### config.mk
export PLATFORM = sky130hd
export DESIGN_NAME = gp_timer_compare_pwm
export DESIGN_NICKNAME = d
export VERILOG_FILES = /design/src/include/gpt_pkg.sv /design/src/include/db_if.sv /design/src/rtl/sync3.sv /design/src/rtl/deadband_unit.sv /design/src/rtl/gp_timer_compare_pwm.sv
export SDC_FILE = /design/constraint.sdc
export NUM_CORES = 2
export LEC_CHECK = 0
export BUFFER_PORTS_ARGS = -buffer_cell sky130_fd_sc_hd__buf_4
export CAP_MARGIN = 20
export CELL_PAD_IN_SITES_DETAIL_PLACEMENT = 0
export CELL_PAD_IN_SITES_GLOBAL_PLACEMENT = 1
export CORE_ASPECT_RATIO = 1.75
export CORE_MARGIN = 1.5
export CORE_UTILIZATION = 50
export CTS_CLUSTER_SIZE = 24
export DETAILED_ROUTE_END_ITERATION = 6
export GPL_TIMING_DRIVEN = 0
export PLACE_DENSITY_LB_ADDON = 0.1
export SLEW_MARGIN = 25
export SYNTH_ARGS = -nofsm -noshare
export SYNTH_HDL_FRONTEND = slang
export SYNTH_SLANG_ARGS = --single-unit
### constraint.sdc
create_clock -name CLK -period 8 [get_ports CLK]
set_input_delay 0.8 -clock CLK [delete_from_list [all_inputs] [get_ports CLK]]
set_output_delay 0.8 -clock CLK [all_outputs]
set_load 0.005 [all_outputs]
### src/include/gpt_pkg.sv
// Package with register map, field positions and types of the timer/compare block.
package gpt_pkg;
  // ----------------------------------------------------------------
  // Register byte addresses
  // ----------------------------------------------------------------
  localparam logic [15:0] CTRL_OFS [3] = '{16'h7404, 16'h7408, 16'h740C};
  localparam logic [15:0] PER_OFS [3] = '{16'h7410, 16'h7414, 16'h7418};
  localparam logic [15:0] CMP_OFS [3] = '{16'h741C, 16'h7420, 16'h7424};
  localparam logic [15:0] CNT_OFS [3] = '{16'h7428, 16'h742C, 16'h7430};
  localparam logic [15:0] FCMP_OFS [3] = '{16'h7434, 16'h7438, 16'h743C};
  localparam logic [15:0] FCTRL_OFS = 16'h7440;
  localparam logic [15:0] ACT_OFS = 16'h7444;
  localparam logic [15:0] OLC_OFS = 16'h7448;
  localparam logic [15:0] DB_OFS = 16'h744C;
  localparam logic [15:0] FLAG_OFS = 16'h7450;
  localparam logic [15:0] MASK_OFS = 16'h7454;
  // ----------------------------------------------------------------
  // Field positions and reset values
  // ----------------------------------------------------------------
  localparam int CTRL_CMPEN_BIT = 1;
  localparam int CTRL_POL_LSB = 2;
  localparam int CTRL_EN_BIT = 6;
  localparam int CTRL_CASC_BIT = 7;
  localparam int CTRL_PSC_LSB = 8;
  localparam int CTRL_MODE_LSB = 11;
  localparam int FCTRL_CMPMODE_BIT = 0;
  localparam int FCTRL_EN_BIT = 15;
  localparam int FLAG_PER = 0;
  localparam int FLAG_UF = 1;
  localparam int FLAG_OF = 2;
  localparam int FLAG_CMP = 3;
  localparam int FLAG_FC_LSB = 12;
  localparam logic [15:0] REG_RST = 16'h0000;
  localparam logic [11:0] DB_RST = 12'h000;
  localparam logic [11:0] DB_MAX_CYC = 12'h800;
  localparam logic [14:0] FLAG_RST = 15'h0000;
  // ----------------------------------------------------------------
  // Codes and types
  // ----------------------------------------------------------------
  localparam logic [1:0] ACT_HOLD = 2'h0;
  localparam logic [1:0] ACT_LOW = 2'h1;
  localparam logic [1:0] ACT_HIGH = 2'h2;
  localparam logic [1:0] ACT_TOGGLE = 2'h3;
  localparam logic [1:0] POL_FORCE_LOW = 2'h0;
  localparam logic [1:0] POL_ACT_LOW = 2'h1;
  localparam logic [1:0] POL_ACT_HIGH = 2'h2;
  localparam logic [1:0] POL_FORCE_HIGH = 2'h3;
  typedef enum logic [2:0] {
    MODE_STOP, MODE_SINGLE_UP, MODE_CONT_UP, MODE_DIR_UPDN, MODE_CONT_UPDN
  } tmode_t;
  typedef struct packed {
    logic [31:0] cnt;
    logic up;
    logic per;
    logic uf;
    logic of;
    logic stop;
  } step_t;
endpackage

### src/include/db_if.sv
// Interface joining the main block to one dead-band generator.
`timescale 1ns/1ps
interface db_if;
  logic raw;
  logic [11:0] dly;
  logic hi;
  logic lo;
  modport unit (input raw, input dly, output hi, output lo);
  modport user (output raw, output dly, input hi, input lo);
endinterface

### src/rtl/sync3.sv
// Three-stage input synchroniser that accepts a level once stages two and three agree.
`timescale 1ns/1ps
module sync3 (
  input wire logic clk,
  input wire logic rst_n,
  input wire logic ce,
  input wire logic d,
  output logic q
);
  logic s1_q, s2_q, s3_q;

  // The first stage is only read by the second, so metastability stays contained.
  always_ff @(posedge clk or negedge rst_n) begin
    if (!rst_n) begin
      s1_q <= 1'b0;
      s2_q <= 1'b0;
      s3_q <= 1'b0;
      q <= 1'b0;
    end else if (ce) begin
      s1_q <= d;
      s2_q <= s1_q;
      s3_q <= s2_q;
      if (s2_q == s3_q) q <= s3_q;
    end
  end
endmodule // sync3

### src/rtl/deadband_unit.sv
// Dead-band generator turning one PWM level into a complementary pair with a gap.
`timescale 1ns/1ps
module deadband_unit (
  input wire logic clk,
  input wire logic rst_n,
  input wire logic ce,
  db_if.unit p
);
  logic last_q, hi_q, lo_q;
  logic [11:0] cnt_q;

  // On each edge of the raw level the new side turns on after dly cycles, with both outputs off in between.
  always_ff @(posedge clk or negedge rst_n) begin
    if (!rst_n) begin
      last_q <= 1'b0;
      hi_q <= 1'b0;
      lo_q <= 1'b1;
      cnt_q <= 12'h000;
    end else if (ce) begin
      if (p.raw != last_q) begin
        last_q <= p.raw;
        hi_q <= (p.dly == 12'h000) & p.raw;
        lo_q <= (p.dly == 12'h000) & ~p.raw;
        cnt_q <= p.dly;
      end else if (cnt_q != 12'h000) begin
        cnt_q <= cnt_q - 12'h001;
        if (cnt_q == 12'h001) begin
          hi_q <= last_q;
          lo_q <= ~last_q;
        end
      end
    end
  end

  assign p.hi = hi_q;
  assign p.lo = lo_q;
endmodule // deadband_unit

### src/rtl/gp_timer_compare_pwm.sv
// Three general-purpose timers with compare/PWM pins and three full compare units.
//
// Overview of operation
// - Cascade: timer 2 flags on 32-bit events.
// - Cascade: each half keeps its compare flag.
// - Single-up: after period, zero and disable.
// - Timer 2 directional mode rolls over freely.
// - Compare off: pin floats, no match events.
// - Compare zero: output high whole period.
// - Full compare off: all its pins float.
// - Full compare matches timer 1, toggles, flags.
// - Each output has its own match action.
// - Actions: 10 high, 01 low, 11 invert.
// - Full compare timing equals timer compare in compare mode; PWM mode adds a dead-band cycle.
// - Compare outputs pass the output logic stage.
// - Dead-band of 0 to 2048 cycles.
// - Dead-band adjusts in single-cycle steps.
// - Writing one clears a flag; zero keeps.
//
// Added by the designer: the Avalon-MM register port.
`timescale 1ns/1ps
module gp_timer_compare_pwm (
  input wire logic CLK,
  input wire logic RST_N,
  input wire logic CE,
  input wire logic [15:0] AVS_ADDRESS,
  input wire logic AVS_READ,
  input wire logic AVS_WRITE,
  input wire logic [31:0] AVS_WRITEDATA,
  input wire logic [3:0] AVS_BYTEENABLE,
  output logic [31:0] AVS_READDATA,
  output logic AVS_WAITREQUEST,
  input wire logic TDIR,
  output logic [2:0] T_PWM,
  output logic [2:0] T_PWM_OE,
  output logic [5:0] FC_PWM,
  output logic [5:0] FC_PWM_OE,
  output logic IRQ
);
  import gpt_pkg::*;

  // ----------------------------------------------------------------
  // State
  // ----------------------------------------------------------------
  logic [15:0] ctrl_q [3];
  logic [15:0] per_q [3];
  logic [15:0] cmpv_q [3];
  logic [15:0] cnt_q [3];
  logic [15:0] fcmp_q [3];
  logic [6:0] psc_q [3];
  logic [2:0] up_q, pwm_q, mc_q, fpwm_q, fmc_q;
  logic [15:0] fctrl_q;
  logic [11:0] act_q, olc_q, db_q;
  logic [14:0] flag_q, mask_q;
  logic [5:0] fout_q;
  logic ack_q, irq_q;
  logic [31:0] rdata_q;
  logic [2:0] tout_q, toe_q;
  logic [5:0] fpin_q, foe_q;
  logic dir_s;

  // Combinational view.
  logic [15:0] ectl [3];
  tmode_t mode_e [3];
  logic [6:0] lim [3];
  logic [2:0] run, tick, perv, ufv, ofv, stopv, startv, upn, cm;
  logic [15:0] cnt_n [3];
  logic [2:0] fm;
  logic [14:0] set_v;
  logic [2:0] db_hi, db_lo;
  logic casc, fen, fcmode;
  logic req, wr_go, rd_go;
  logic [31:0] rdata_d;
  step_t s16 [3];
  step_t s32;

  // ----------------------------------------------------------------
  // Helper functions
  // ----------------------------------------------------------------
  // One count step; mx gives the width, roll lets the count run past period and zero.
  function automatic step_t step(input logic [31:0] c, input logic [31:0] p,
                                 input logic [31:0] mx, input tmode_t m,
                                 input logic dpin, input logic up, input logic roll);
    step_t s;
    logic [31:0] inc;
    logic [31:0] dec;
    inc = (c + 32'h0000_0001) & mx;
    dec = (c - 32'h0000_0001) & mx;
    s = '{cnt: c, up: up, per: 1'b0, uf: 1'b0, of: 1'b0, stop: 1'b0};
    unique case (m)
      MODE_STOP: s.cnt = c;
      MODE_SINGLE_UP: begin
        if (c == p) begin
          s.cnt = 32'h0000_0000;
          s.stop = 1'b1;
        end else begin
          s.cnt = inc;
        end
      end
      MODE_CONT_UP: s.cnt = (c == p) ? 32'h0000_0000 : inc;
      MODE_DIR_UPDN: begin
        s.up = dpin;
        if (dpin) begin
          s.cnt = (c == p && !roll) ? 32'h0000_0000 : inc;
        end else begin
          s.cnt = (c == 32'h0000_0000 && !roll) ? p : dec;
        end
      end
      MODE_CONT_UPDN: begin
        // The count turns at period, so one PWM cycle spans twice the period value.
        if (up) begin
          if (c >= p) begin
            s.up = 1'b0;
            s.cnt = dec;
          end else begin
            s.cnt = inc;
          end
        end else if (c == 32'h0000_0000) begin
          s.up = 1'b1;
          s.cnt = inc;
        end else begin
          s.cnt = dec;
        end
      end
      default: s.cnt = c;
    endcase
    s.per = (s.cnt == p) && (s.cnt != c);
    s.uf = (s.cnt == 32'h0000_0000) && (c != 32'h0000_0000);
    s.of = (c == mx) && (s.cnt != c);
    return s;
  endfunction

  // Merge bus write data into a 16-bit register under the two low byte enables.
  function automatic logic [15:0] wr16(input logic [15:0] o, input logic [31:0] d,
                                       input logic [3:0] be);
    wr16 = {be[1] ? d[15:8] : o[15:8], be[0] ? d[7:0] : o[7:0]};
  endfunction

  // Output logic stage: force or set the polarity of a raw level.
  function automatic logic olc(input logic [1:0] pol, input logic x);
    unique case (pol)
      POL_FORCE_LOW: olc = 1'b0;
      POL_ACT_LOW: olc = ~x;
      POL_ACT_HIGH: olc = x;
      POL_FORCE_HIGH: olc = 1'b1;
    endcase
  endfunction

  // Compare-mode action applied to one output at a match.
  function automatic logic act(input logic [1:0] a, input logic o);
    unique case (a)
      ACT_HOLD: act = o;
      ACT_LOW: act = 1'b0;
      ACT_HIGH: act = 1'b1;
      ACT_TOGGLE: act = ~o;
    endcase
  endfunction

  // ----------------------------------------------------------------
  // Bus slave
  // ----------------------------------------------------------------
  // One wait state on every access; the read word is sampled in the wait cycle.
  assign req = AVS_READ | AVS_WRITE;
  assign AVS_WAITREQUEST = req & ~ack_q;
  assign wr_go = AVS_WRITE & ack_q;
  assign rd_go = AVS_READ & ack_q;
  assign AVS_READDATA = rdata_q;

  // Read multiplexer; unmapped addresses read as zero.
  always_comb begin
    rdata_d = 32'h0000_0000;
    for (int i = 0; i < 3; i++) begin
      if (AVS_ADDRESS == CTRL_OFS[i]) rdata_d[15:0] = ctrl_q[i];
      if (AVS_ADDRESS == PER_OFS[i]) rdata_d[15:0] = per_q[i];
      if (AVS_ADDRESS == CMP_OFS[i]) rdata_d[15:0] = cmpv_q[i];
      if (AVS_ADDRESS == CNT_OFS[i]) rdata_d[15:0] = cnt_q[i];
      if (AVS_ADDRESS == FCMP_OFS[i]) rdata_d[15:0] = fcmp_q[i];
    end
    if (AVS_ADDRESS == FCTRL_OFS) rdata_d[15:0] = fctrl_q;
    if (AVS_ADDRESS == ACT_OFS) rdata_d[11:0] = act_q;
    if (AVS_ADDRESS == OLC_OFS) rdata_d[11:0] = olc_q;
    if (AVS_ADDRESS == DB_OFS) rdata_d[11:0] = db_q;
    if (AVS_ADDRESS == FLAG_OFS) rdata_d[14:0] = flag_q;
    if (AVS_ADDRESS == MASK_OFS) rdata_d[14:0] = mask_q;
  end

  // Handshake and read data register.
  always_ff @(posedge CLK or negedge RST_N) begin
    if (!RST_N) begin
      ack_q <= 1'b0;
      rdata_q <= 32'h0000_0000;
    end else if (CE) begin
      ack_q <= req & ~ack_q;
      if (req && !ack_q) rdata_q <= rdata_d;
    end
  end

  // Software-only configuration registers; dead-band saturates at its maximum.
  always_ff @(posedge CLK or negedge RST_N) begin
    if (!RST_N) begin
      for (int i = 0; i < 3; i++) begin
        per_q[i] <= REG_RST;
        cmpv_q[i] <= REG_RST;
        fcmp_q[i] <= REG_RST;
      end
      fctrl_q <= REG_RST;
      act_q <= REG_RST[11:0];
      olc_q <= REG_RST[11:0];
      db_q <= DB_RST;
      mask_q <= FLAG_RST;
    end else if (CE && wr_go) begin
      for (int i = 0; i < 3; i++) begin
        if (AVS_ADDRESS == PER_OFS[i]) per_q[i] <= wr16(per_q[i], AVS_WRITEDATA, AVS_BYTEENABLE);
        if (AVS_ADDRESS == CMP_OFS[i]) cmpv_q[i] <= wr16(cmpv_q[i], AVS_WRITEDATA, AVS_BYTEENABLE);
        if (AVS_ADDRESS == FCMP_OFS[i]) fcmp_q[i] <= wr16(fcmp_q[i], AVS_WRITEDATA, AVS_BYTEENABLE);
      end
      if (AVS_ADDRESS == FCTRL_OFS) fctrl_q <= wr16(fctrl_q, AVS_WRITEDATA, AVS_BYTEENABLE);
      if (AVS_ADDRESS == ACT_OFS) act_q <= AVS_WRITEDATA[11:0];
      if (AVS_ADDRESS == OLC_OFS) olc_q <= AVS_WRITEDATA[11:0];
      if (AVS_ADDRESS == DB_OFS) begin
        db_q <= (AVS_WRITEDATA[11:0] > DB_MAX_CYC) ? DB_MAX_CYC : AVS_WRITEDATA[11:0];
      end
      if (AVS_ADDRESS == MASK_OFS) mask_q <= AVS_WRITEDATA[14:0];
    end
  end

  // ----------------------------------------------------------------
  // Timer stepping
  // ----------------------------------------------------------------
  sync3 u_dir (
    .clk(CLK),
    .rst_n(RST_N),
    .ce(CE),
    .d(TDIR),
    .q(dir_s)
  );

  assign casc = ctrl_q[1][CTRL_CASC_BIT];
  assign fen = fctrl_q[FCTRL_EN_BIT];
  assign fcmode = fctrl_q[FCTRL_CMPMODE_BIT];

  // While cascaded, timer 3 runs on timer 2's control and clock as the high half.
  always_comb begin
    for (int i = 0; i < 3; i++) begin
      ectl[i] = (i == 2 && casc) ? ctrl_q[1] : ctrl_q[i];
      mode_e[i] = tmode_t'(ectl[i][CTRL_MODE_LSB +: 3]);
      run[i] = ectl[i][CTRL_EN_BIT] && (mode_e[i] != MODE_STOP);
      lim[i] = 7'((8'h01 << ectl[i][CTRL_PSC_LSB +: 3]) - 8'h01);
      tick[i] = run[i] && (psc_q[i] == lim[i]);
      s16[i] = step({16'h0000, cnt_q[i]}, {16'h0000, per_q[i]}, 32'h0000_FFFF,
                    mode_e[i], dir_s, up_q[i], i == 1);
      cnt_n[i] = s16[i].cnt[15:0];
      upn[i] = s16[i].up;
      perv[i] = tick[i] & s16[i].per;
      ufv[i] = tick[i] & s16[i].uf;
      ofv[i] = tick[i] & s16[i].of;
      stopv[i] = tick[i] & s16[i].stop;
      startv[i] = ufv[i];
    end
    s32 = step({cnt_q[2], cnt_q[1]}, {per_q[2], per_q[1]}, 32'hFFFF_FFFF,
               mode_e[1], dir_s, up_q[1], 1'b1);
    if (casc) begin
      tick[2] = tick[1];
      cnt_n[1] = s32.cnt[15:0];
      cnt_n[2] = s32.cnt[31:16];
      upn[1] = s32.up;
      upn[2] = s32.up;
      perv[1] = tick[1] & s32.per;
      ufv[1] = tick[1] & s32.uf;
      ofv[1] = tick[1] & s32.of;
      stopv[1] = tick[1] & s32.stop;
      startv[1] = ufv[1];
      startv[2] = ufv[1];
      perv[2] = 1'b0;
      ufv[2] = 1'b0;
      ofv[2] = 1'b0;
      stopv[2] = 1'b0;
    end
    for (int i = 0; i < 3; i++) begin
      // Each half compares against its own register, also when cascaded.
      cm[i] = tick[i] && ctrl_q[i][CTRL_CMPEN_BIT] && (cnt_n[i] == cmpv_q[i]);
      fm[i] = tick[0] && fen && (cnt_n[0] == fcmp_q[i]);
      set_v[4 * i + FLAG_PER] = perv[i];
      set_v[4 * i + FLAG_UF] = ufv[i];
      set_v[4 * i + FLAG_OF] = ofv[i];
      set_v[4 * i + FLAG_CMP] = cm[i];
      set_v[FLAG_FC_LSB + i] = fm[i];
    end
  end

  // Counters, prescalers and count direction; a counter write beats a count step.
  always_ff @(posedge CLK or negedge RST_N) begin
    if (!RST_N) begin
      for (int i = 0; i < 3; i++) begin
        cnt_q[i] <= REG_RST;
        psc_q[i] <= 7'h00;
      end
      up_q <= 3'h7;
    end else if (CE) begin
      for (int i = 0; i < 3; i++) begin
        if (wr_go && AVS_ADDRESS == CNT_OFS[i]) begin
          cnt_q[i] <= wr16(cnt_q[i], AVS_WRITEDATA, AVS_BYTEENABLE);
        end else if (tick[i]) begin
          cnt_q[i] <= cnt_n[i];
          up_q[i] <= upn[i];
        end
        if (!run[i] || psc_q[i] == lim[i]) psc_q[i] <= 7'h00;
        else psc_q[i] <= psc_q[i] + 7'h01;
      end
    end
  end

  // Control registers; hardware drops the enable bit when a single-up run ends.
  always_ff @(posedge CLK or negedge RST_N) begin
    if (!RST_N) begin
      for (int i = 0; i < 3; i++) ctrl_q[i] <= REG_RST;
    end else if (CE) begin
      for (int i = 0; i < 3; i++) begin
        if (wr_go && AVS_ADDRESS == CTRL_OFS[i]) begin
          ctrl_q[i] <= wr16(ctrl_q[i], AVS_WRITEDATA, AVS_BYTEENABLE);
        end else if (stopv[i]) begin
          ctrl_q[i][CTRL_EN_BIT] <= 1'b0;
        end
      end
    end
  end

  // ----------------------------------------------------------------
  // Waveforms
  // ----------------------------------------------------------------
  // First match of a period raises the level, the second drops it; a match on the
  // period start wins, so a zero compare value keeps the level high all period.
  always_ff @(posedge CLK or negedge RST_N) begin
    if (!RST_N) begin
      pwm_q <= 3'h0;
      mc_q <= 3'h0;
      fpwm_q <= 3'h0;
      fmc_q <= 3'h0;
    end else if (CE) begin
      for (int i = 0; i < 3; i++) begin
        if (cm[i] && (startv[i] || !mc_q[i])) begin
          pwm_q[i] <= 1'b1;
          mc_q[i] <= 1'b1;
        end else if (cm[i]) begin
          pwm_q[i] <= 1'b0;
        end else if (startv[i]) begin
          pwm_q[i] <= 1'b0;
          mc_q[i] <= 1'b0;
        end
        if (fm[i] && !fcmode && (startv[0] || !fmc_q[i])) begin
          fpwm_q[i] <= 1'b1;
          fmc_q[i] <= 1'b1;
        end else if (fm[i] && !fcmode) begin
          fpwm_q[i] <= 1'b0;
        end else if (startv[0]) begin
          fpwm_q[i] <= 1'b0;
          fmc_q[i] <= 1'b0;
        end
      end
    end
  end

  // Compare mode: each of the two outputs of a unit takes its own action code.
  always_ff @(posedge CLK or negedge RST_N) begin
    if (!RST_N) begin
      fout_q <= 6'h00;
    end else if (CE) begin
      for (int n = 0; n < 6; n++) begin
        if (fcmode && fm[n / 2]) fout_q[n] <= act(act_q[2 * n +: 2], fout_q[n]);
      end
    end
  end

  // Dead-band pairs, fed from the PWM-mode level of each full compare unit.
  db_if dbs [3] ();
  for (genvar g = 0; g < 3; g++) begin : g_db
    assign dbs[g].raw = fpwm_q[g];
    assign dbs[g].dly = db_q;
    deadband_unit u_db (
      .clk(CLK),
      .rst_n(RST_N),
      .ce(CE),
      .p(dbs[g])
    );
    assign db_hi[g] = dbs[g].hi;
    assign db_lo[g] = dbs[g].lo;
  end

  // Pin registers; enables float the pins while the compare function is off.
  always_ff @(posedge CLK or negedge RST_N) begin
    if (!RST_N) begin
      tout_q <= 3'h0;
      toe_q <= 3'h0;
      fpin_q <= 6'h00;
      foe_q <= 6'h00;
    end else if (CE) begin
      for (int i = 0; i < 3; i++) begin
        tout_q[i] <= olc(ctrl_q[i][CTRL_POL_LSB +: 2], pwm_q[i]);
        toe_q[i] <= ctrl_q[i][CTRL_CMPEN_BIT];
      end
      for (int n = 0; n < 6; n++) begin
        if (fcmode) fpin_q[n] <= olc(olc_q[2 * n +: 2], fout_q[n]);
        else fpin_q[n] <= olc(olc_q[2 * n +: 2], n[0] ? db_lo[n / 2] : db_hi[n / 2]);
        foe_q[n] <= fen;
      end
    end
  end

  assign T_PWM = tout_q;
  assign T_PWM_OE = toe_q;
  assign FC_PWM = fpin_q;
  assign FC_PWM_OE = foe_q;

  // ----------------------------------------------------------------
  // Flags and interrupt
  // ----------------------------------------------------------------
  // A read clears only the bits it returned, so a flag set meanwhile is not lost;
  // a new event always beats a clear in the same cycle.
  always_ff @(posedge CLK or negedge RST_N) begin
    if (!RST_N) begin
      flag_q <= FLAG_RST;
      irq_q <= 1'b0;
    end else if (CE) begin
      flag_q <= (flag_q
                 & ~((rd_go && AVS_ADDRESS == FLAG_OFS) ? rdata_q[14:0] : 15'h0000)
                 & ~((wr_go && AVS_ADDRESS == FLAG_OFS) ? AVS_WRITEDATA[14:0] : 15'h0000))
                | set_v;
      irq_q <= |(flag_q & mask_q);
    end
  end

  assign IRQ = irq_q;
endmodule // gp_timer_compare_pwm

==> flow_summary_export.csv, run 1 <==
group,metric,value,unit
synth,synthSimpleGateAreaFrac,20.7,%
floorplan,row_count,130,
synth,synth_most_common_cell,"nand2_1",
synth,synth_seq_cells,444,
global_routing,grt_pass1_vias,44400,
synth,synth_edf_count,0,
floorplan,chipWidth,206,um
place,gp_congestion,1.16,
synth,ys_types,109,
synth,synthArstFlopShare,100,%
floorplan,die-height,358,um
synth,syn_inst,4398,
synth,synth_flop_cell,"dfrtp_1",
synth,synth-adder-area-share,2.29,%
synth,yosys.area.top_type,"dfrtp_1",
global_routing,grt-ovfl-total,173,
synth,syn_avg_cell_area,8.20,um2
clocking,cts_buffers,41,
global_routing,grt_pass1_wl,359,mm
synth,netlist_area,36100,um2
global_routing,track_usage,68.0,%
clocking,postCtsSetupBuffers,0,
synth,synth-compound-area-share,26.3,%
global_routing,grt_max_degree,88,
synth,synth_top_cell_area_share,30.4,%
synth,synthMuxAreaShare,8.72,%
status,stop_error,"[ERROR GRT-0116] Global routing finished with congestion. Check the congestion regions in the DRC Viewer.",
clocking,cts_sinks,444,
synth,ys_top_cells_by_count,"nand2_1 (447), dfrtp_1 (438), nor2_1 (364)",
clocking,cts_hold_buf,0,
place,portBuffers,68,
clocking,cts.path.max_buffers,3,
clocking,h-tree-depth,2,
status,status,"stopped before the end",
floorplan,start_util,50.4,%
synth,synth_top_family_by_area,"compound AO/OA/AOI/OAI gates",
synth,ys_warn_count,0,
floorplan,pin_count,110,
status,stop_stage,"global routing (5_1_grt)",
clocking,clockRootBuffer,"clkbuf_16",
clocking,cts_resized,0,
synth,synth_xor_area_share,6.14,%
place,dpl.hpwl,168,mm
synth,synthTopCellsByArea,"dfrtp_1 (30%), mux2_2 (7.3%), nand2_1 (4.7%), xnor2_1 (4.6%), o21ai_0 (4.5%)",
synth,yosysSeqAreaShare,30.8,%
place,place_inst,5426,
-- per-stage QoR --
step | hold WS [ns] | instance area, um2 | util (%) | setup slack (ns)
floorplan | 0.448 | 36100 | - | 3.38
detailed placement | 0.471 | 38200 | 53.4 | 0.464
global placement | 0.461 | 37800 | 52.8 | -0.649
CTS | 0.150 | 39600 | 55.3 | 0.445
-- cell families after synthesis --
group	count (synthesis)
other cells	1
mux	285
xor+xnor	253
flops	444
compound gates	1379
buf+inv	455
fa+ha+maj	66
simple gates	1515
-- per-layer routing --
| layer | global-route usage [%] | overflow |
|---|---|---|
| met4 | 68.6 | 75 |
| met1 | 70.6 | 1 |
| met5 | 5.36 | 0 |
| met2 | 89.8 | 96 |
| met3 | 42.8 | 1 |
==> run 2, diff against run 1 <==
- CELL_PAD_IN_SITES_DETAIL_PLACEMENT: 0 -> default
- CELL_PAD_IN_SITES_GLOBAL_PLACEMENT: 1 -> default
- CORE_ASPECT_RATIO: 1.75 -> default
- CORE_UTILIZATION: 50 -> 35
- CTS_CLUSTER_SIZE: 24 -> default
- PLACE_DENSITY_LB_ADDON: 0.1 -> 0.15
==> run 2 against run 1 <==
  * The flow now finishes, with violations (DRC)
  * Synthesized cell count is the same
  * Synthesized area is the same
==> flow_summary_export.csv, run 2 <==
group,metric,value,unit
floorplan,die_area,105000,um2
floorplan,die-height,324,um
synth,synthMuxAreaShare,8.72,%
final_layout,drive_gt1_share,13.2,%
global_routing,grt_pass1_vias,37400,
power,peakVddDrop,158,uV
clocking,cts_hold_buf,0,
critical_path,cp.required,8.52,ns
sta,fmax,127,MHz
sta,period_share,98.3,%
clocking,cts.path.max_buffers,3,
place,dpl.hpwl,169,mm
sta,final_max_slew_viol_count,0,
critical_path,critPathMaxFanout,10,
sta,rsz0062_at_grt,"false",
drt,drc,4,
clocking,clkLatencyLatePin,0.66,ns
status,status,"finished with violations",
place,portBuffers,68,
global_routing,grt_pass1_wl,304,mm
floorplan,pin_count,110,
sta,worst_slew_pin_slew,1.25,ns
final_layout,areaGrowthSynthToFinish,13.0,%
place,gp_congestion,1.07,
drt,vias_per_cell,6.91,
drt,avgRoutedWirePerCell,37.3,um
sta,report.final.hold_viol_count,0,
synth,synthArstFlopShare,100,%
place,dp_slack,0.399,ns
sta,setup_slack,0.138,ns
critical_path,critPathMaxStageDelay,0.84,ns
final_layout,finish.net_count,4679,
synth,synth-adder-area-share,2.29,%
synth,synthSimpleGateAreaFrac,20.7,%
final_layout,layout_commonest_cell,"nand2_1",
critical_path,crit_path_end_kind,"register",
critical_path,reg2reg_slack,0.14,ns
drt,drtAntennaViolNets,0,
floorplan,coreArea,102000,um2
synth,ys_types,109,
sta,worst_slew_margin_rel,16.2,%
drt,dr.pass1.iters,7,
synth,yosys.area.top_type,"dfrtp_1",
status,violations,"DRC",
synth,syn_avg_cell_area,8.20,um2
clocking,h-tree-depth,2,
clocking,clkSlewWorstSetupHoldPaths,0.07,ns
drt,initialDrtViolationCount,6924,
synth,syn_inst,4398,
synth,synth-compound-area-share,26.3,%
critical_path,startpoint_type,"register",
drt,wl,222,mm
synth,synth_most_common_cell,"nand2_1",
synth,synth_xor_area_share,6.14,%
sta,finalSetupViolations,0,
clocking,clockRootBuffer,"clkbuf_16",
power,total_power,7.04,mW
global_routing,grt_max_degree,88,
job,drv_cap,0,
power,power_density,173,nW/um2
global_routing,grt-ovfl-total,0,
critical_path,cp_slowest_cell,"nor2_1",
floorplan,start_util,35.3,%
sta,fin_crit,7.86,ns
final_layout,final_cell_mix,"nand2_1 (447), dfrtp_1 (438), nor2_1 (364)",
floorplan,row_count,117,
synth,ys_top_cells_by_count,"nand2_1 (447), dfrtp_1 (438), nor2_1 (364)",
sta,holdWs,0.0866,ns
synth,synth_top_cell_area_share,30.4,%
synth,ys_warn_count,0,
synth,synth_seq_cells,444,
sta,finalClockSkew,0.0381,ns
synth,synth_top_family_by_area,"compound AO/OA/AOI/OAI gates",
synth,yosysSeqAreaShare,30.8,%
hold_path,hold_class,"input pin to async pin",
critical_path,critPathKind,"register to register",
global_routing,antenna_found_initial,15,
critical_path,worst_ep_arrival_time,8.39,ns
synth,netlist_area,36100,um2
clocking,cts_buffers,50,
synth,synth_edf_count,0,
global_routing,track_usage,41.3,%
critical_path,crit_chain,"clkbuf_1 -> inv_1 -> ha_1 -> and4_1 -> nand4_1 -> nor2_1 -> o41ai_4 -> buf_2 -> clkbuf_1 -> a211oi_1 -> o2bb2ai_1 -> a21boi_1 -> nand4_1 -> nor4_2 -> a22oi_1 -> o21ai_0 -> nand2_1",
sta,tns,0,ns
clocking,cts_tree,"built",
drt,num_vias,41200,
power,p_leak,16.4,nW
floorplan,chipWidth,324,um
clocking,cts_sinks,444,
synth,synthTopCellsByArea,"dfrtp_1 (30%), mux2_2 (7.3%), nand2_1 (4.7%), xnor2_1 (4.6%), o21ai_0 (4.5%)",
synth,synth_flop_cell,"dfrtp_1",
-- run 2: layer usage --
layer  vias up  wire (um)  GRT usage, %
met4        12      13400          20.5
met2      3168      88600          57.6
met1     20500      91800          57.6
met3       698      28600          11.9
li1      16900          -             -
met5         -         78             0
-- run 2: cells by family after synthesis --
kind of cell,after synthesis
other cells,1
simple gates,1515
xor+xnor,253
buf+inv,455
mux,285
flops,444
compound gates,1379
fa+ha+maj,66
-- run 2: report_power, final --
group	internal, mW	switching, mW	total (mW)
Combinational	0.568	1.33	1.90
Clock	1.52	1.10	2.62
Sequential	2.36	0.161	2.53
-- run 2: layout make-up --
cell class | count | area (um2)
antenna | 3 | 7.51
buffer | 313 | 1330
clock buffer | 70 | 1470
clock inverter | 24 | 353
fill | 10600 | 61300
inverter | 142 | 533
multi-input combinational | 3514 | 23400
sequential | 444 | 11100
tap | 1368 | 1710
timing repair buffer | 90 | 805
-- run 2: worst paths after layout --
path                            startpoint                    end  cells after the start
worst min register to register    fmc_q[0]               fmc_q[0]                      1
min in group CLK                      TDIR             u_dir.s1_q                      2
max in group asynchronous            RST_N              cnt_q[41]                      3
worst max register to register    per_q[9]                mc_q[1]                     17
worst max-delay path              per_q[9]                mc_q[1]                     17
worst min-delay path                 RST_N  g_db[2].u_db.cnt_q[4]                      1
-- run 2: per-stage QoR --
stage	area [um2]	util [%]	std cells
after floorplan	36100	-	4413
after global placement	38300	37.6	5849
after detailed placement	38900	38.1	5871
after CTS	40700	39.9	5965
after global routing	40700	39.9	5965
final	40700	39.9	5968
-- run 2: critical path, delay by kind of cell (launching register included) --
| kind | cells | cell delay [ns] |
|---|---|---|
| compound gates | 6 | 2.34 |
| fa+ha+maj | 1 | 0.36 |
| buf+inv | 4 | 1.61 |
| flops | 1 | 0.33 |
| simple gates | 6 | 3.07 |
-- run 2: repair_timing --
action | in CTS | in global routing
endpoints found under the setup margin | 0 | 1
hold endpoints to repair | 0 | 0
setup buffers | 0 | 0
gates resized for setup | 0 | 1
Note: power is estimated with default switching activity, not from simulation.
